===== src/hdl/dcd_pkg.sv =====
package dcd_pkg;
    localparam int CodeW  = 12;
    localparam int BinW   = 8;
    localparam int ThermW = 15;
    localparam int NibW   = 4;
    localparam int AddrW  = 5;
    localparam int DivW   = 16;
    localparam int SwW    = 3;

    // register byte offsets
    localparam logic [AddrW-1:0] OffCtrl  = 5'h00;
    localparam logic [AddrW-1:0] OffDiv   = 5'h04;
    localparam logic [AddrW-1:0] OffSwSet = 5'h08;
    localparam logic [AddrW-1:0] OffSwClr = 5'h0C;
    localparam logic [AddrW-1:0] OffCode  = 5'h10;
    localparam logic [AddrW-1:0] OffNext  = 5'h14;
    localparam logic [AddrW-1:0] OffStat  = 5'h18;

    // control register fields
    localparam int BufModeBit   = 0;
    localparam int FmtLsb       = 24;
    localparam int StrobeEnBit  = 28;
    localparam int StrobeLvlBit = 29;
    localparam logic [31:0] CtrlMask = 32'h3300_0001;
    localparam logic [31:0] CtrlRst  = 32'h0000_0000;

    // switch bits
    localparam int SupplyRefBit = 0;
    localparam int OpampRefBit  = 1;
    localparam int HoldCapBit   = 2;

    // code formats
    localparam logic [1:0] FmtUnsigned = 2'h0;
    localparam logic [1:0] FmtTwos     = 2'h1;
    localparam logic [CodeW-1:0] SignFlip = 12'h800;

    localparam logic [DivW-1:0]  DivRst  = 16'h0001;
    localparam logic [CodeW-1:0] CodeRst = 12'h000;

    localparam logic [1:0] RespOkay   = 2'h0;
    localparam logic [1:0] RespSlvErr = 2'h2;
endpackage


===== src/hdl/dcd_top.sv =====
// Local design decisions: the AXI4-Lite register port and the placing of the registers.
`timescale 1ns/1ps
`default_nettype none
module dcd_top (
    input  wire logic                      clk,
    input  wire logic                      rst_n,
    input  wire logic [dcd_pkg::AddrW-1:0] s_axi_awaddr,
    input  wire logic                      s_axi_awvalid,
    output logic                           s_axi_awready,
    input  wire logic [31:0]               s_axi_wdata,
    input  wire logic [3:0]                s_axi_wstrb,
    input  wire logic                      s_axi_wvalid,
    output logic                           s_axi_wready,
    output logic [1:0]                     s_axi_bresp,
    output logic                           s_axi_bvalid,
    input  wire logic                      s_axi_bready,
    input  wire logic [dcd_pkg::AddrW-1:0] s_axi_araddr,
    input  wire logic                      s_axi_arvalid,
    output logic                           s_axi_arready,
    output logic [31:0]                    s_axi_rdata,
    output logic [1:0]                     s_axi_rresp,
    output logic                           s_axi_rvalid,
    input  wire logic                      s_axi_rready,
    input  wire logic                      strobe,
    input  wire logic                      ampEnabled,
    input  wire logic                      ampFollower,
    output logic [dcd_pkg::BinW-1:0]       binSel,
    output logic [dcd_pkg::ThermW-1:0]     thermSel,
    output logic                           supplyRefSwitch,
    output logic                           opampRefSwitch,
    output logic                           holdCapSwitch,
    output logic                           emptyIrq,
    output logic                           dmaTrig
);
    import dcd_pkg::*;

    function automatic logic [31:0] applyStrb(input logic [31:0] old,
                                              input logic [31:0] data,
                                              input logic [3:0]  strb);
        logic [31:0] r;
        r = old;
        for (int b = 0; b < 4; b++) begin
            if (strb[b]) begin
                r[b*8 +: 8] = data[b*8 +: 8];
            end
        end
        return r;
    endfunction

    function automatic logic hit(input logic [AddrW-1:0] a,
                                 input logic [AddrW-1:0] off);
        return {a[AddrW-1:2], 2'b00} == off;
    endfunction

    // write channel state
    logic             awHeld_q;
    logic [AddrW-1:0] awAddr_q;
    logic             wHeld_q;
    logic [31:0]      wData_q;
    logic [3:0]       wStrb_q;
    logic             bvalid_q;
    logic [1:0]       bresp_q;
    // read channel state
    logic             rvalid_q;
    logic [31:0]      rdata_q;
    logic [1:0]       rresp_q;
    // block registers
    logic [31:0]      ctrl_q;
    logic [DivW-1:0]  div_q;
    logic [SwW-1:0]   sw_q;
    logic [CodeW-1:0] code_q;
    logic [CodeW-1:0] next_q;
    logic             nextFull_q;
    logic             empty_q;
    logic             dmaTrig_q;
    logic             opRef_q;

    assign s_axi_awready = !awHeld_q && !bvalid_q;
    assign s_axi_wready  = !wHeld_q && !bvalid_q;
    assign s_axi_bvalid  = bvalid_q;
    assign s_axi_bresp   = bresp_q;
    assign s_axi_arready = !rvalid_q;
    assign s_axi_rvalid  = rvalid_q;
    assign s_axi_rdata   = rdata_q;
    assign s_axi_rresp   = rresp_q;

    wire logic doWrite = awHeld_q && wHeld_q;
    wire logic wrCtrl  = doWrite && hit(awAddr_q, OffCtrl);
    wire logic wrDiv   = doWrite && hit(awAddr_q, OffDiv);
    wire logic wrSet   = doWrite && hit(awAddr_q, OffSwSet);
    wire logic wrClr   = doWrite && hit(awAddr_q, OffSwClr);
    wire logic wrCode  = doWrite && hit(awAddr_q, OffCode);
    wire logic wrNext  = doWrite && hit(awAddr_q, OffNext);
    wire logic wrMapped = wrCtrl | wrDiv | wrSet | wrClr | wrCode | wrNext
                        | hit(awAddr_q, OffStat);

    wire logic [31:0] wMerged = applyStrb(32'h0000_0000, wData_q, wStrb_q);
    wire logic [31:0] ctrlD   = applyStrb(ctrl_q, wData_q, wStrb_q) & CtrlMask;
    wire logic [31:0] divW    = applyStrb({16'h0000, div_q}, wData_q, wStrb_q);
    wire logic [31:0] codeW   = applyStrb({20'h0_0000, code_q}, wData_q,
                                          wStrb_q);
    wire logic [31:0] nextW   = applyStrb({20'h0_0000, next_q}, wData_q,
                                          wStrb_q);

    wire logic       bufMode   = ctrl_q[BufModeBit];
    wire logic [1:0] fmt       = ctrl_q[FmtLsb +: 2];
    wire logic       strobeEn  = ctrl_q[StrobeEnBit];
    wire logic       strobeLvl = ctrl_q[StrobeLvlBit];

    // update timing: clock divider and strobe modes
    logic updReq;
    dcd_update_ctrl u_upd (
        .clk         (clk),
        .rst_n       (rst_n),
        .divisor     (div_q),
        .strobeEn    (strobeEn),
        .strobeLevel (strobeLvl),
        .strobe      (strobe),
        .loadReq     (updReq)
    );

    wire logic load = updReq && bufMode;

    // switch set and clear, one write at a time
    wire logic [SwW-1:0] setBits = wrSet ? wMerged[SwW-1:0] : '0;
    wire logic [SwW-1:0] clrBits = wrClr ? wMerged[SwW-1:0] : '0;
    wire logic [SwW-1:0] swD     = (sw_q | setBits) & ~clrBits;

    // format conversion into ladder domain
    wire logic [CodeW-1:0] ladderCode =
        (fmt == FmtTwos) ? (code_q ^ SignFlip) : code_q;

    dcd_therm_dec u_dec (
        .clk      (clk),
        .rst_n    (rst_n),
        .code     (ladderCode),
        .binSel   (binSel),
        .thermSel (thermSel)
    );

    // read mux
    wire logic rdMapped = hit(s_axi_araddr, OffCtrl)
                        | hit(s_axi_araddr, OffDiv)
                        | hit(s_axi_araddr, OffSwSet)
                        | hit(s_axi_araddr, OffSwClr)
                        | hit(s_axi_araddr, OffCode)
                        | hit(s_axi_araddr, OffNext)
                        | hit(s_axi_araddr, OffStat);
    wire logic [31:0] rdVal =
        hit(s_axi_araddr, OffCtrl)  ? ctrl_q :
        hit(s_axi_araddr, OffDiv)   ? {16'h0000, div_q} :
        hit(s_axi_araddr, OffSwSet) ? {29'h0000_0000, sw_q} :
        hit(s_axi_araddr, OffCode)  ? {20'h0_0000, code_q} :
        hit(s_axi_araddr, OffNext)  ? {20'h0_0000, next_q} :
        hit(s_axi_araddr, OffStat)  ? {30'h0000_0000, nextFull_q, empty_q} :
                                      32'h0000_0000;

    always_ff @(posedge clk) begin
        if (!rst_n) begin
            awHeld_q <= 1'b0;
            awAddr_q <= '0;
            wHeld_q  <= 1'b0;
            wData_q  <= 32'h0000_0000;
            wStrb_q  <= 4'h0;
            bvalid_q <= 1'b0;
            bresp_q  <= RespOkay;
        end else begin
            if (s_axi_awvalid && s_axi_awready) begin
                awHeld_q <= 1'b1;
                awAddr_q <= s_axi_awaddr;
            end else if (doWrite) begin
                awHeld_q <= 1'b0;
            end
            if (s_axi_wvalid && s_axi_wready) begin
                wHeld_q <= 1'b1;
                wData_q <= s_axi_wdata;
                wStrb_q <= s_axi_wstrb;
            end else if (doWrite) begin
                wHeld_q <= 1'b0;
            end
            if (doWrite) begin
                bvalid_q <= 1'b1;
                bresp_q  <= wrMapped ? RespOkay : RespSlvErr;
            end else if (s_axi_bready) begin
                bvalid_q <= 1'b0;
            end
        end
    end

    always_ff @(posedge clk) begin
        if (!rst_n) begin
            rvalid_q <= 1'b0;
            rdata_q  <= 32'h0000_0000;
            rresp_q  <= RespOkay;
        end else if (s_axi_arvalid && s_axi_arready) begin
            rvalid_q <= 1'b1;
            rdata_q  <= rdVal;
            rresp_q  <= rdMapped ? RespOkay : RespSlvErr;
        end else if (s_axi_rready) begin
            rvalid_q <= 1'b0;
        end
    end

    always_ff @(posedge clk) begin
        if (!rst_n) begin
            ctrl_q     <= CtrlRst;
            div_q      <= DivRst;
            sw_q       <= '0;
            code_q     <= CodeRst;
            next_q     <= CodeRst;
            nextFull_q <= 1'b0;
            empty_q    <= 1'b0;
            dmaTrig_q  <= 1'b0;
            opRef_q    <= 1'b0;
        end else begin
            if (wrCtrl) begin
                ctrl_q <= ctrlD;
            end
            if (wrDiv) begin
                div_q <= divW[DivW-1:0];
            end
            if (wrNext) begin
                next_q <= nextW[CodeW-1:0];
            end
            if (load) begin
                code_q <= next_q;
            end else if (wrCode) begin
                code_q <= codeW[CodeW-1:0];
            end
            sw_q       <= swD;
            nextFull_q <= wrNext | (nextFull_q & ~load);
            empty_q    <= load | (empty_q & ~wrNext);
            dmaTrig_q  <= load;
            opRef_q    <= swD[OpampRefBit] & ampEnabled & ampFollower;
        end
    end

    assign supplyRefSwitch = sw_q[SupplyRefBit];
    assign opampRefSwitch  = opRef_q;
    assign holdCapSwitch   = sw_q[HoldCapBit];
    assign emptyIrq        = empty_q;
    assign dmaTrig         = dmaTrig_q;

    a_bin_direct: assert property (@(posedge clk) disable iff (!rst_n)
        $past(rst_n) |-> binSel == $past(ladderCode[BinW-1:0]))
        else $error("binary ladder lines differ from code");

    a_therm_count: assert property (@(posedge clk) disable iff (!rst_n)
        $past(rst_n) |-> ($countones(thermSel) == $past(ladderCode[11:8]))
            && (((thermSel + 15'h0001) & thermSel) == 15'h0000))
        else $error("thermometer lines wrong");

    a_therm_zero: assert property (@(posedge clk) disable iff (!rst_n)
        $past(rst_n) && $past(ladderCode[11:8]) == 4'h0 |-> thermSel == '0)
        else $error("thermometer not clear for zero nibble");

    a_supply_set: assert property (@(posedge clk) disable iff (!rst_n)
        wrSet && wMerged[SupplyRefBit] |=> supplyRefSwitch)
        else $error("supply reference switch not closed");

    a_opamp_gate: assert property (@(posedge clk) disable iff (!rst_n)
        opampRefSwitch |-> $past(ampEnabled && ampFollower))
        else $error("opamp reference closed without follower");

    a_hold_set: assert property (@(posedge clk) disable iff (!rst_n)
        wrSet && wMerged[HoldCapBit] && !wrClr |=> holdCapSwitch)
        else $error("hold switch not closed");

    a_code_cause: assert property (@(posedge clk) disable iff (!rst_n)
        $past(rst_n) && $changed(code_q) |-> $past(load || wrCode))
        else $error("code changed without write or update");

    a_twos_map: assert property (@(posedge clk) disable iff (!rst_n)
        code_q == 12'h800 && fmt == FmtTwos |-> ladderCode == 12'h000)
        else $error("two's complement low code not mapped to zero");

    a_update_copy: assert property (@(posedge clk) disable iff (!rst_n)
        load |=> dmaTrig && emptyIrq && code_q == $past(next_q)
            ##1 dmaTrig == $past(load))
        else $error("buffered update wrong");

    a_empty_clear: assert property (@(posedge clk) disable iff (!rst_n)
        wrNext && !load |=> !emptyIrq)
        else $error("empty flag not cleared by next write");

    a_switch_open: assert property (@(posedge clk) disable iff (!rst_n)
        $fell(supplyRefSwitch) |-> $past(wrClr && wMerged[SupplyRefBit]))
        else $error("switch opened without clear write");
endmodule
`default_nettype wire


===== src/hdl/dcd_therm_dec.sv =====
`timescale 1ns/1ps
`default_nettype none
module dcd_therm_dec (
    input  wire logic                      clk,
    input  wire logic                      rst_n,
    input  wire logic [dcd_pkg::CodeW-1:0] code,
    output logic      [dcd_pkg::BinW-1:0]  binSel,
    output logic      [dcd_pkg::ThermW-1:0] thermSel
);
    import dcd_pkg::*;

    // n lines set from the lsb upward
    function automatic logic [ThermW-1:0] thermOf(input logic [NibW-1:0] n);
        logic [ThermW-1:0] t;
        t = '0;
        for (int i = 0; i < ThermW; i++) begin
            t[i] = (n > NibW'(i));
        end
        return t;
    endfunction

    wire logic [ThermW-1:0] thermD = thermOf(code[CodeW-1:BinW]);

    always_ff @(posedge clk) begin
        if (!rst_n) begin
            binSel   <= '0;
            thermSel <= '0;
        end else begin
            binSel   <= code[BinW-1:0];
            thermSel <= thermD;
        end
    end
endmodule
`default_nettype wire


===== src/hdl/dcd_update_ctrl.sv =====
`timescale 1ns/1ps
`default_nettype none
module dcd_update_ctrl (
    input  wire logic                     clk,
    input  wire logic                     rst_n,
    input  wire logic [dcd_pkg::DivW-1:0] divisor,
    input  wire logic                     strobeEn,
    input  wire logic                     strobeLevel,
    input  wire logic                     strobe,
    output logic                          loadReq
);
    import dcd_pkg::*;

    logic [DivW-1:0] cnt_q;
    logic            strobePrev_q;
    logic            armed_q;

    // update clock rising edge as a one-cycle tick
    wire logic tick = ({1'b0, cnt_q} + 17'h0_0001) >= {1'b0, divisor};
    wire logic strobeRise = strobe & ~strobePrev_q;
    wire logic armedNow = armed_q | strobeRise;

    assign loadReq = !strobeEn   ? tick :
                     strobeLevel ? (tick & strobe) :
                                   (tick & armedNow);

    always_ff @(posedge clk) begin
        if (!rst_n) begin
            cnt_q        <= '0;
            strobePrev_q <= 1'b0;
            armed_q      <= 1'b0;
        end else begin
            cnt_q        <= tick ? '0 : cnt_q + 16'h0001;
            strobePrev_q <= strobe;
            armed_q      <= armedNow & ~tick;
        end
    end
endmodule
`default_nettype wire


===== config.mk =====
export PLATFORM = sky130hd
export DESIGN_NAME = dcd_top
export DESIGN_NICKNAME = d
export VERILOG_FILES = /design/src/hdl/dcd_pkg.sv /design/src/hdl/dcd_top.sv /design/src/hdl/dcd_therm_dec.sv /design/src/hdl/dcd_update_ctrl.sv
export SDC_FILE = /design/constraint.sdc
export NUM_CORES = 1
export LEC_CHECK = 0
export BUFFER_PORTS_ARGS = -buffer_cell sky130_fd_sc_hd__buf_2
export CORE_MARGIN = 2
export CORE_UTILIZATION = 35
export DETAILED_ROUTE_END_ITERATION = 10
export PLACE_DENSITY = 0.52
export REMOVE_ABC_BUFFERS = 1
export SLEW_MARGIN = 5
export SYNTH_ARGS = -nofsm -noshare
export SYNTH_HDL_FRONTEND = slang
export SYNTH_HIERARCHICAL = 1
export SYNTH_SLANG_ARGS = --single-unit

===== constraint.sdc =====
create_clock -name clk -period 9.5 [get_ports clk]
set_input_delay 2.85 -clock clk [delete_from_list [all_inputs] [get_ports clk]]
set_output_delay 2.85 -clock clk [all_outputs]
set_load 0.005 [all_outputs]

==> results.txt, run 1 <==
The flow ran to the end, and the final reports show no timing, DRC or antenna violations. The worst slew margin relative to its limit is 21.25%. Of the cells placed in the final design, the portion with a size suffix greater than 1 is 21.69%. The number of setup violations in the final report came out at 0. The maximum achievable frequency is 0.2222 GHz. The slew of the pin with the lowest slew margin came out at 1181 ps. The detailed-route DRC error count came out at 0.

The last weighted congestion value of the routability-driven placer is 0.7843. In this run, distinct cell masters in the synthesized netlist total 66. The top cell type's share of synthesized area came out at around 45%. The reported max-cap violation count is 0. The wire length after detailed routing came out at between 15000 and 20000 µm. Ranked by total cell area, the synthesized netlist is headed by sky130_fd_sc_hd__dfxtp_1, sky130_fd_sc_hd__mux2i_1, sky130_fd_sc_hd__nand2_1.

TritonCTS built the clock tree. Setup repair after global routing left no endpoint under its margin. The placeable core region is 18090 µm².

The number of warning messages in the yosys log is 6. The share of flip-flops with an asynchronous set or reset is 0%. Dividing total power by cell area gives a power density of between 150 and 200 nW/µm². STA classifies the critical path startpoint as an input port. The number of buffers inserted for hold repair after clock tree synthesis came out at 0. The number of top-level design ports is 125.

The clock transition time at the flip-flop clock pins of the worst setup and hold paths is 60 ps. IR analysis of the VDD net gives a maximum drop of 123.6 µV. The clock insertion delay at the later pin of the skew report came out at 410 ps. The final critical-path share of the clock period is between 40% and 50%. The total negative slack for setup checks came out at 0 ps. In this run, CTS created clock tree buffers numbering 17. The cell with the largest stage delay on the worst path is sky130_fd_sc_hd__buf_4. The vias after detailed routing is 4966.

The cell count after synthesis came out at 695. The number of sinks driven by the clock tree is 145. The pin count of the biggest net entering global routing is 79.

The final number of hold-violating endpoints is 0. The initial utilization of the core area, before any placement, comes to 35.90%. The area used by multi-input combinational logic came out at ~3200 µm².

The largest single stage delay on the critical path is approximately 630 ps. The final antenna-violating net count is 0. The count of nets after finishing came out at about 840. The maximum fanout encountered on the critical timing path came out at 78. The via density per instance is 4.927. The endpoint required time on the critical path came out at about 9800 ps.

The detailed placement HPWL came out at 10760 µm. The final core area utilization came out at between 40% and 50%. The share of synthesized area occupied by flip-flops and latches is between 40% and 50%. The data arrival time of the critical path came out at 4840 ps. The die span in y came out at 140.2 µm. The synthesized design spends more area on one cell type than any other, namely sky130_fd_sc_hd__dfxtp_1.

The leakage power summed over all cells is ~2.9 nW. The count of buffers added by post-CTS timing repair for setup is 0. The average footprint of a synthesized cell is just over 9 µm². The layout overhead on the synthesized area came out at 17.30%. The x dimension of the die is 140.2 µm.

The final-report max-slew violation count is 0. The dominant cell type by count on the critical path is sky130_fd_sc_hd__o21ai_0. The leftover overflow at the end of global routing is 0.

In the layout the commonest cells are sky130_fd_sc_hd__dfxtp_1, sky130_fd_sc_hd__nand2_1, sky130_fd_sc_hd__buf_2. STA classifies the critical path endpoint as a flop. The type of the tightest min-delay check is reg2reg. By startpoint and endpoint, the worst setup path is classified as in2reg. Row generation in the floorplan step produced 49 rows. CTS placed an instance of sky130_fd_sc_hd__clkbuf_16 at the clock tree root.

The total die area is around 20000 µm². The worst path needs between 4000 and 5000 ps of the cycle, external delays included. The clock arrives with 6.135 ps of skew. The number of register bits inferred by synthesis is 145. The first-pass detailed-route iteration total came out at 4.

The count of filler cells inserted in the layout came out at around 1800. The via count of the first global-routing pass was 4865. The number of antenna diodes in the final layout is 0. After detailed routing, the average wire length per cell comes to 15.32 µm. The number of buffer cells added on primary ports came out at 93. Leaving out fill and tap cells, the most frequent cell in the layout is sky130_fd_sc_hd__dfxtp_1. The number of antenna violations at the first check in global routing is 0. The number of instances resized during post-cts repair is 0. Walking the worst path, the cells encountered are buf_2, buf_4, o21ai_0, or3_1, o21ai_0. In this run the deepest clock path goes through 2 buffers. The H-tree generated during clock tree synthesis spans 4 levels. The dominant register cell in the synthesized netlist is sky130_fd_sc_hd__dfxtp_1.

The count of flip-flops with a built-in enable after synthesis is 0. The number of DRC markers after the initial detailed-route iteration is 222. The first-pass GRT wire length came out at between 20000 and 30000 µm.

The overall global routing resource usage is around 16%. The post-synthesis cell area came out at 6494 µm². The area occupied by registers came out at 2903 µm². The minimum setup slack among reg-to-reg paths is 5280 ps.
## path summary, 6_finish.rpt
check	cells past startpoint	start	endpoint
worst max-delay path	5	rst_n	s_axi_rdata[9]
worst min-delay path	2	wStrb_q[3]	wStrb_q[3]
worst max register to register	12	u_upd/cnt_q[0]	code_q[3]
worst min register to register	2	wStrb_q[3]	wStrb_q[3]
## logic make-up after synthesis
family | Yosys count | share of synthesized area (%)
other | 1 | 0.05775
XOR/XNOR | 15 | 2.139
buffers and inverters | 84 | 6.397
flip-flops | 145 | 44.70
AND/OR/NAND/NOR | 242 | 21.18
AO/OA/AOI/OAI | 141 | 14.37
adder cells (fa/ha/maj) | 17 | 3.275
multiplexers | 50 | 7.881
## power breakdown
part	total [mW]	internal [mW]	switching (mW)
clock	0.682	0.432	0.250
sequential	0.630	0.618	0.0122
combinational	0.0637	0.0241	0.0397
total	1.38	1.07	0.302
## worst max-delay path: cells and delay by family
kind	cells	cell delay [ps]
buffers and inverters	2	1090
AOI/OAI and AO/OA	2	360
and+or+nand+nor	1	470
## flip-flops by register name, summed over array words and instances, names as in the netlist, 3 cells and up
name and cells:
u_dec/thermSel 15, awAddr_q 3, code_q 12, wData_q 20, next_q 12, div_q 16, ctrl_q 5, wStrb_q 3
u_dec/binSel 8, sw_q 3, u_upd/cnt_q 16, s_axi_rdata 20
## Yosys cell counts, types with 4 or more instances
library cell and n:
sky130_fd_sc_hd__a21boi_0 42, sky130_fd_sc_hd__a21oi_1 25, sky130_fd_sc_hd__a22oi_1 17, sky130_fd_sc_hd__and2_1 10, sky130_fd_sc_hd__and2_2 7, sky130_fd_sc_hd__buf_2 9
sky130_fd_sc_hd__buf_4 15, sky130_fd_sc_hd__clkbuf_1 26, sky130_fd_sc_hd__dfxtp_1 145, sky130_fd_sc_hd__ha_1 17, sky130_fd_sc_hd__inv_1 28, sky130_fd_sc_hd__mux2_2 9
sky130_fd_sc_hd__mux2i_1 41, sky130_fd_sc_hd__nand2_1 93, sky130_fd_sc_hd__nand2b_1 6, sky130_fd_sc_hd__nand3_1 15, sky130_fd_sc_hd__nand4_1 8, sky130_fd_sc_hd__nor2_1 18
sky130_fd_sc_hd__nor2b_1 38, sky130_fd_sc_hd__nor3_1 4, sky130_fd_sc_hd__nor3b_1 5, sky130_fd_sc_hd__nor3b_2 10, sky130_fd_sc_hd__o21ai_0 39, sky130_fd_sc_hd__xnor2_1 10
sky130_fd_sc_hd__xor2_1 4
## layer usage
| layer | wire length [µm] | GRT usage, % | vias to the layer above |
|---|---|---|---|
| met1 | 7526 | 21.75 | 2345 |
| li1 | - | - | 2492 |
| met2 | 7095 | 25.54 | 122 |
| met4 | 114 | 5.051 | 0 |
| met5 | 0 | 0 | - |
| met3 | 702 | 4.137 | 7 |
## area by class of cell
type | instances | area share, %
Tap cell | 229 | 3.761
Clock buffer | 22 | 6.225
Timing Repair Buffer | 94 | 6.209
Inverter | 29 | 1.429
Clock inverter | 10 | 1.741
Multi-Input combinational cell | 479 | 42.53
Sequential cell | 145 | 38.11
## per-stage QoR
step	setup WS (ps)	power, mW	instances	cell area [µm²]	hold slack [ps]
CTS	5011	1.395	1008	7617	459.9
global placement	4628	0.7062	976	7010	453.3
finish	5000	1.376	1008	7617	456.7
global route	4802	1.427	1008	7617	487.5
detailed placement	4569	0.7079	976	7010	449.5
floorplan	5661	0.6721	653	6236	438.3
Power figures use the tool's default switching activity.
==> run 2, diff against run 1 <==
Clock period 9.5 ns to 4.2 ns, I/O delays scaled along.
==> results.txt, run 2 (synthesis results as in run 1) <==
The via density per instance came out at roughly 5. Once the clock tree was built, the resizer swapped 0 gates to a different size. The site row count came out at a little under 50. The maximum fanout encountered on the critical timing path is 26. Once layout is complete, the utilization of the core stands at 42.41%. Once layout is complete, the cells apart from fillers number 1013. The total die area is 19660 µm². The leakage power summed over all cells came out at 2.959 nW. The launch point of the worst reg-to-reg path is u_upd/cnt_q[0]. The detailed-route DRC error count came out at 0.

The worst reg-to-reg path cell count is 13. The final number of hold-violating endpoints is 0. STA puts the critical path data required time at 4550 ps.

The worst path meets setup with slightly below 800 ps of slack. The worst slew margin relative to its limit is between 20% and 30%. Counting instances, the worst hold path has a depth of 2. The top cell types in the final layout, fill and taps aside, are sky130_fd_sc_hd__dfxtp_1, sky130_fd_sc_hd__nand2_1, sky130_fd_sc_hd__buf_2. The first-pass detailed-route iteration total is 4. Routability-driven placement finished with a final weighted congestion of 0.8069. TritonCTS built the clock tree.

The flow ran to the end, and the final reports show no timing, DRC or antenna violations. The tree is rooted in a sky130_fd_sc_hd__clkbuf_16. The worst hold path begins at wStrb_q[3]. The largest voltage drop on the vdd net is 261.5 µV.

The pre-CTS worst setup slack came out at 829.9 ps. STA classifies the critical path endpoint as a flop. The number of placed cells counting well taps is 981. For this run, the total global-route usage over all layers was measured as 16.07%.

The detailed placement HPWL is roughly 11000 µm. The worst path uses 81.34% of the clock period. For this run, the post-layout net count is about 840. The die span in y is about 140 µm. Leaving out fill and tap cells, the most frequent cell in the layout is sky130_fd_sc_hd__dfxtp_1.

Port buffering added 93 buffers. The power density relative to cell area came out at slightly above 400 nW/µm². STA puts the critical path data arrival time at ~3800 ps. The x dimension of the die came out at 140.2 µm. Setup repair after global routing left no endpoint under its margin.

The number of sinks driven by the clock tree came out at 145. The completed layout was analyzed and its total power is 3.142 mW. The tightest hold path in the finished design has a slack of around 460 ps.

The minimum setup slack among reg-to-reg paths is 780 ps. The class of the most critical setup path is reg2reg. The clock insertion delay at the later pin of the skew report is 420 ps. The count of buffers added by post-CTS timing repair for setup came out at 0. In this run the cell area measured after placement is 7048 µm². The endpoint of the worst hold path is wStrb_q[3]. In this run, post-CTS hold repair placed 0 buffers. The number of buffers added by the clock tree synthesis step is 17. The finished layout cell area is 7671 µm². The via count of the first global-routing pass came to 4878. STA classifies the critical path startpoint as a flop. The end of the worst register-to-register path is code_q[10]. The count of filler cells inserted in the layout is 1783. The routed design has around 16000 µm of wire. The largest buffer count on any clock path is 2. The leftover overflow at the end of global routing came out at 0. In the final timing run, aggregate negative setup slack is 0 ps. The first-pass GRT wire length came out at between 20000 and 25000 µm. The number of top-level design ports is roughly 130.

The post-route netlist has 22.45% of its cells at a drive strength greater than 1. The final-report max-slew violation count came to 0. The vias after detailed routing came out at between 4000 and 5000.

The worst clock skew came out at 6.409 ps. The layout overhead on the synthesized area is 18.13%. The maximum achievable frequency came out at approximately 0.3 GHz. The number of antenna violations at the first check in global routing came to 0.

In this run the standard cell core region covers between 15000 and 20000 µm². The detailed-route wire length per cell came out at approximately 15 µm. The post-route minimum period is approximately 3400 ps. The clock transition time at the flip-flop clock pins of the worst setup and hold paths came out at 60 ps. Setup violations remaining at the end of the flow were counted as 0.

The depth of the CTS H-tree came out at 4. The final antenna-violating net count came out at 0. The detailed router finished its first iteration with 219 violations. The antenna diode count came out at 0.

Once the floorplan was initialized, standard cells occupied a little over a third of the core. The pin count of the biggest net entering global routing came out at 39. The worst hold path belongs to the class reg2reg.

The reported max-cap violation count came out at 0. For the pin with the worst max-slew slack, the measured transition is 1038 ps.
run 2: cell types whose count changed in the layout (fill, tap and decap cells not counted), sizes merged:
cell      delta
buf          +5
clkbuf       -2
inv          +1
clkinvlp     +4
clkinv       -3
run 2: area by class of cell:
cell class                      instances  area [µm²]  share of cell area, %
Clock buffer                           20       466.7                  6.084
Timing Repair Buffer                   99       510.5                  6.655
Multi-Input combinational cell        479        3239                  42.23
Tap cell                              229       286.5                  3.735
Inverter                               29       108.9                  1.419
Sequential cell                       145        2903                  37.84
Clock inverter                         12       156.4                  2.039
run 2: routing by layer:
metal	vias to the layer above	track usage [%]	share of wire (%)
li1	2509	-	-
met1	2346	21.04	48
met2	127	25.72	45
met3	17	3.932	5.0
met4	0	6.061	1.6
met5	-	0	0
run 2: power breakdown:
group	leakage (nW)	internal, mW	switching (mW)	total (mW)
registers	1.17	1.40	0.0278	1.43
clock network	0.283	0.981	0.588	1.57
logic	1.50	0.0561	0.0904	0.147
total	2.96	2.44	0.706	3.14
run 2: worst max path at each step:
stage,end,cells past startpoint,from,slack [ps]
2_1_floorplan,code_q[0],12,u_upd/cnt_q[0],790
3_3_place_gp,code_q[6],13,u_upd/cnt_q[0],860
3_5_place_dp,code_q[7],13,u_upd/cnt_q[0],830
4_1_cts,code_q[7],13,u_upd/cnt_q[0],780
5_1_grt,code_q[5],14,u_upd/cnt_q[0],470
6_report,code_q[10],13,u_upd/cnt_q[0],780
run 2: worst max-delay path, cell delays in order, from the launching register on:
cell and delay (ps):
sky130_fd_sc_hd__dfxtp_1 470, sky130_fd_sc_hd__ha_1 290, sky130_fd_sc_hd__nand3_1 230, sky130_fd_sc_hd__nor2_1 180
sky130_fd_sc_hd__xor2_1 240, sky130_fd_sc_hd__ha_1 310, sky130_fd_sc_hd__and4_1 190, sky130_fd_sc_hd__a221oi_1 520
sky130_fd_sc_hd__o211ai_4 130, sky130_fd_sc_hd__and2_1 170, sky130_fd_sc_hd__nand2_1 60, sky130_fd_sc_hd__buf_4 290
sky130_fd_sc_hd__o21ai_0 130, sky130_fd_sc_hd__a21oi_1 130
==> run 3, diff against run 2 <==
Clock period 4.2 ns to 3.3 ns, I/O delays scaled along.
==> results.txt, run 3 (synthesis results as in run 1) <==
The post-route minimum period is 3081 ps. The delay of the slowest critical-path stage came out at 400 ps. The final critical-path share of the clock period came out at 93.35%. The worst slew margin relative to its limit came out at 32.72%. With fillers left out, the area of the finished cells amounts to around 7800 µm². The final-report max-slew violation count came out at 0. The final number of hold-violating endpoints came out at 0. The launch point of the worst reg-to-reg path is u_upd/cnt_q[2]. In this run the remaining antenna-violating nets after routing total 0. The worst register-to-register path ends at code_q[6]. The H-tree was split into 4 levels.

The total overflow left after global routing is 0. The area used by multi-input combinational logic came out at 3271 µm². TritonCTS built the clock tree. The number of buffers added by the clock tree synthesis step is 17. The worst reg-to-reg path cell count is 13. The x dimension of the die came out at 140.2 µm. The detailed placement HPWL is around 11000 µm. The floorplan step set the die height to approximately 140 µm. The tightest hold path in the finished design has a slack of between 400 and 500 ps. The class of the most critical setup path is reg2reg. The total negative slack for setup checks came out at 0 ps. The slew of the pin with the lowest slew margin came out at 1007 ps. The wire length after detailed routing is 15800 µm. In this run the power density over the cells is between 500 and 600 nW/µm². The leakage power summed over all cells is 3.003 nW. The layout overhead on the synthesized area is 19.40%. Leaving out fill and tap cells, the most frequent cell in the layout is sky130_fd_sc_hd__dfxtp_1. The type of the tightest min-delay check is reg2reg. The overall power consumption came out at ~4.0 mW. The clock group share of total power is 49.5%.

The last weighted congestion value of the routability-driven placer came out at approximately 0.80. The path with the worst hold slack has its endpoint at s_axi_rdata[6]. Sequential cells account for 45.7% of the total power. The final core area utilization came out at 42.87%. The count of nets after finishing came out at 851. The number of setup violations in the final report came out at 0. Counting along the longest clock path gives a buffer depth of 2. The antenna diode count is 0. The number of placed cells counting well taps is 988. The worst setup path is captured at a flop. On the critical path the largest part of the delay comes from simple AND/OR/NAND/NOR gates. The reported max-cap violation count is 0. The floorplan has 49 rows. The count of filler cells inserted in the layout is 1770.

After detailed routing, the number of vias per cell comes to 4.940. The internal power of the cells came out at 3.067 mW. Port buffering added 93 buffers. The sort of element at the start of the critical path is a flop.

The placeable core region came out at 18090 µm². Of the cells placed in the final design, the portion with a size suffix greater than 1 is between 20% and 30%. The share of total power consumed by net switching is 22.80%.

Together, buffers and inverters on the worst path number 1. The endpoint required time on the critical path came out at approximately 3600 ps. The slowest stage of the critical path belongs to the cell sky130_fd_sc_hd__or3_4. The flow ran to the end, and the final reports show no timing, DRC or antenna violations. The first-pass GRT wire length came out at ~25000 µm.

The post-place instance area came out at 7113 µm². The detailed-route DRC error count is 0. After clock tree synthesis, the clock-pin slew on the worst setup and hold paths is 60 ps. The share of total power dissipated in combinational logic is under 10%. The start point of the worst min-delay path is s_axi_rdata[6]. The initial core utilization is 35.90%. The routed layout has 5039 vias. The number of top-level design ports is between 100 and 150. The clock insertion delay at the later pin of the skew report came out at between 400 and 500 ps. The non-filler instance count after layout came out at 1020.

Counting every sink on the clock net gives between 100 and 150. In this run, post-CTS hold repair placed 0 buffers. The area occupied by registers is approximately 2900 µm². The top cell types in the final layout, fill and taps aside, are sky130_fd_sc_hd__dfxtp_1, sky130_fd_sc_hd__nand2_1, sky130_fd_sc_hd__buf_2. The worst clock skew came out at 8.832 ps. The number of instances on the worst hold path is 2.

The power dissipated by switching net loads came out at ~910 µW. The maximum achievable frequency came out at 0.3246 GHz. The largest voltage drop on the vdd net came out at around 360 µV.

The via count of the first global-routing pass is between 4000 and 5000. The cell sitting at the root of the clock tree is a sky130_fd_sc_hd__clkbuf_16. The final worst-path setup slack is 219.4 ps. The maximum fanout encountered on the critical timing path came out at 26. In this run, the number of DRC markers left after iteration 0 of detailed routing was about 190.

The detailed-route wire length per cell came out at 15.49 µm. Walking the worst path, the cells encountered are and4_4, nand3_4, or3_4, xnor2_2, ha_1, nand4_1, or2_2, o211ai_4, and2_1, nand2_1, buf_12, o21ai_0, a21oi_1. The overall global routing resource usage is 16.22%. Prior to clock tree synthesis, the placed netlist has a worst setup slack of 46.77 ps. The pin count of the biggest net entering global routing came out at 36. The first TritonRoute pass finished after 4 iterations. The minimum setup slack among reg-to-reg paths came out at 220 ps. Data arrives at the worst endpoint at 3380 ps. The die covers 19660 µm². The number of antenna violations at the first check in global routing came out at 0.
## run 3: worst max-delay path by stage
stage	start	endpoint	slack, ps	cells after the start
3_3_place_gp	u_upd/cnt_q[0]	code_q[10]	50	14
4_1_cts	u_upd/cnt_q[0]	code_q[6]	5	14
3_5_place_dp	u_upd/cnt_q[0]	code_q[10]	50	14
5_1_grt	u_upd/cnt_q[2]	code_q[3]	-2	13
2_1_floorplan	u_upd/cnt_q[0]	code_q[0]	-110	12
6_report	u_upd/cnt_q[2]	code_q[6]	220	13
## run 3: power by group through the flow
stage | clock [mW] | combinational (mW) | sequential [mW]
4_1_cts | 2.02 | 0.194 | 1.82
3_5_place_dp | 0 | 0.194 | 1.86
2_1_floorplan | 0 | 0.0946 | 1.84
6_report | 1.97 | 0.191 | 1.82
3_3_place_gp | 0 | 0.189 | 1.85
5_1_grt | 2.09 | 0.214 | 1.82
## run 3: worst min-delay path, cell delays in order, from the launching register on
cell and delay, ps:
sky130_fd_sc_hd__dfxtp_1 330, sky130_fd_sc_hd__nand2_1 50, sky130_fd_sc_hd__o21ai_0 50
## run 3: cell type report
class | count | area share (%)
Multi-Input combinational cell | 479 | 42.18
Sequential cell | 145 | 37.50
Timing Repair Buffer | 106 | 7.423
Clock buffer | 20 | 5.761
Tap cell | 229 | 3.695
Clock inverter | 12 | 2.033
Inverter | 29 | 1.404
## run 3: metal layers
layer / vias to the layer above / global-route usage [%] / wire [µm]
li1: 2527 / - / -
met1: 2364 / 21.21 / 7503
met2: 127 / 26.24 / 7228
met3: 21 / 3.624 / 766
met4: 0 / 6.167 / 301
met5: - / 0 / 0
## run 3: repair_timing
| action | CTS | global route |
|---|---|---|
| gates resized for setup | 0 | 11 |
| setup endpoints to repair | 0 | 16 |
| buffers inserted | 0 | 0 |
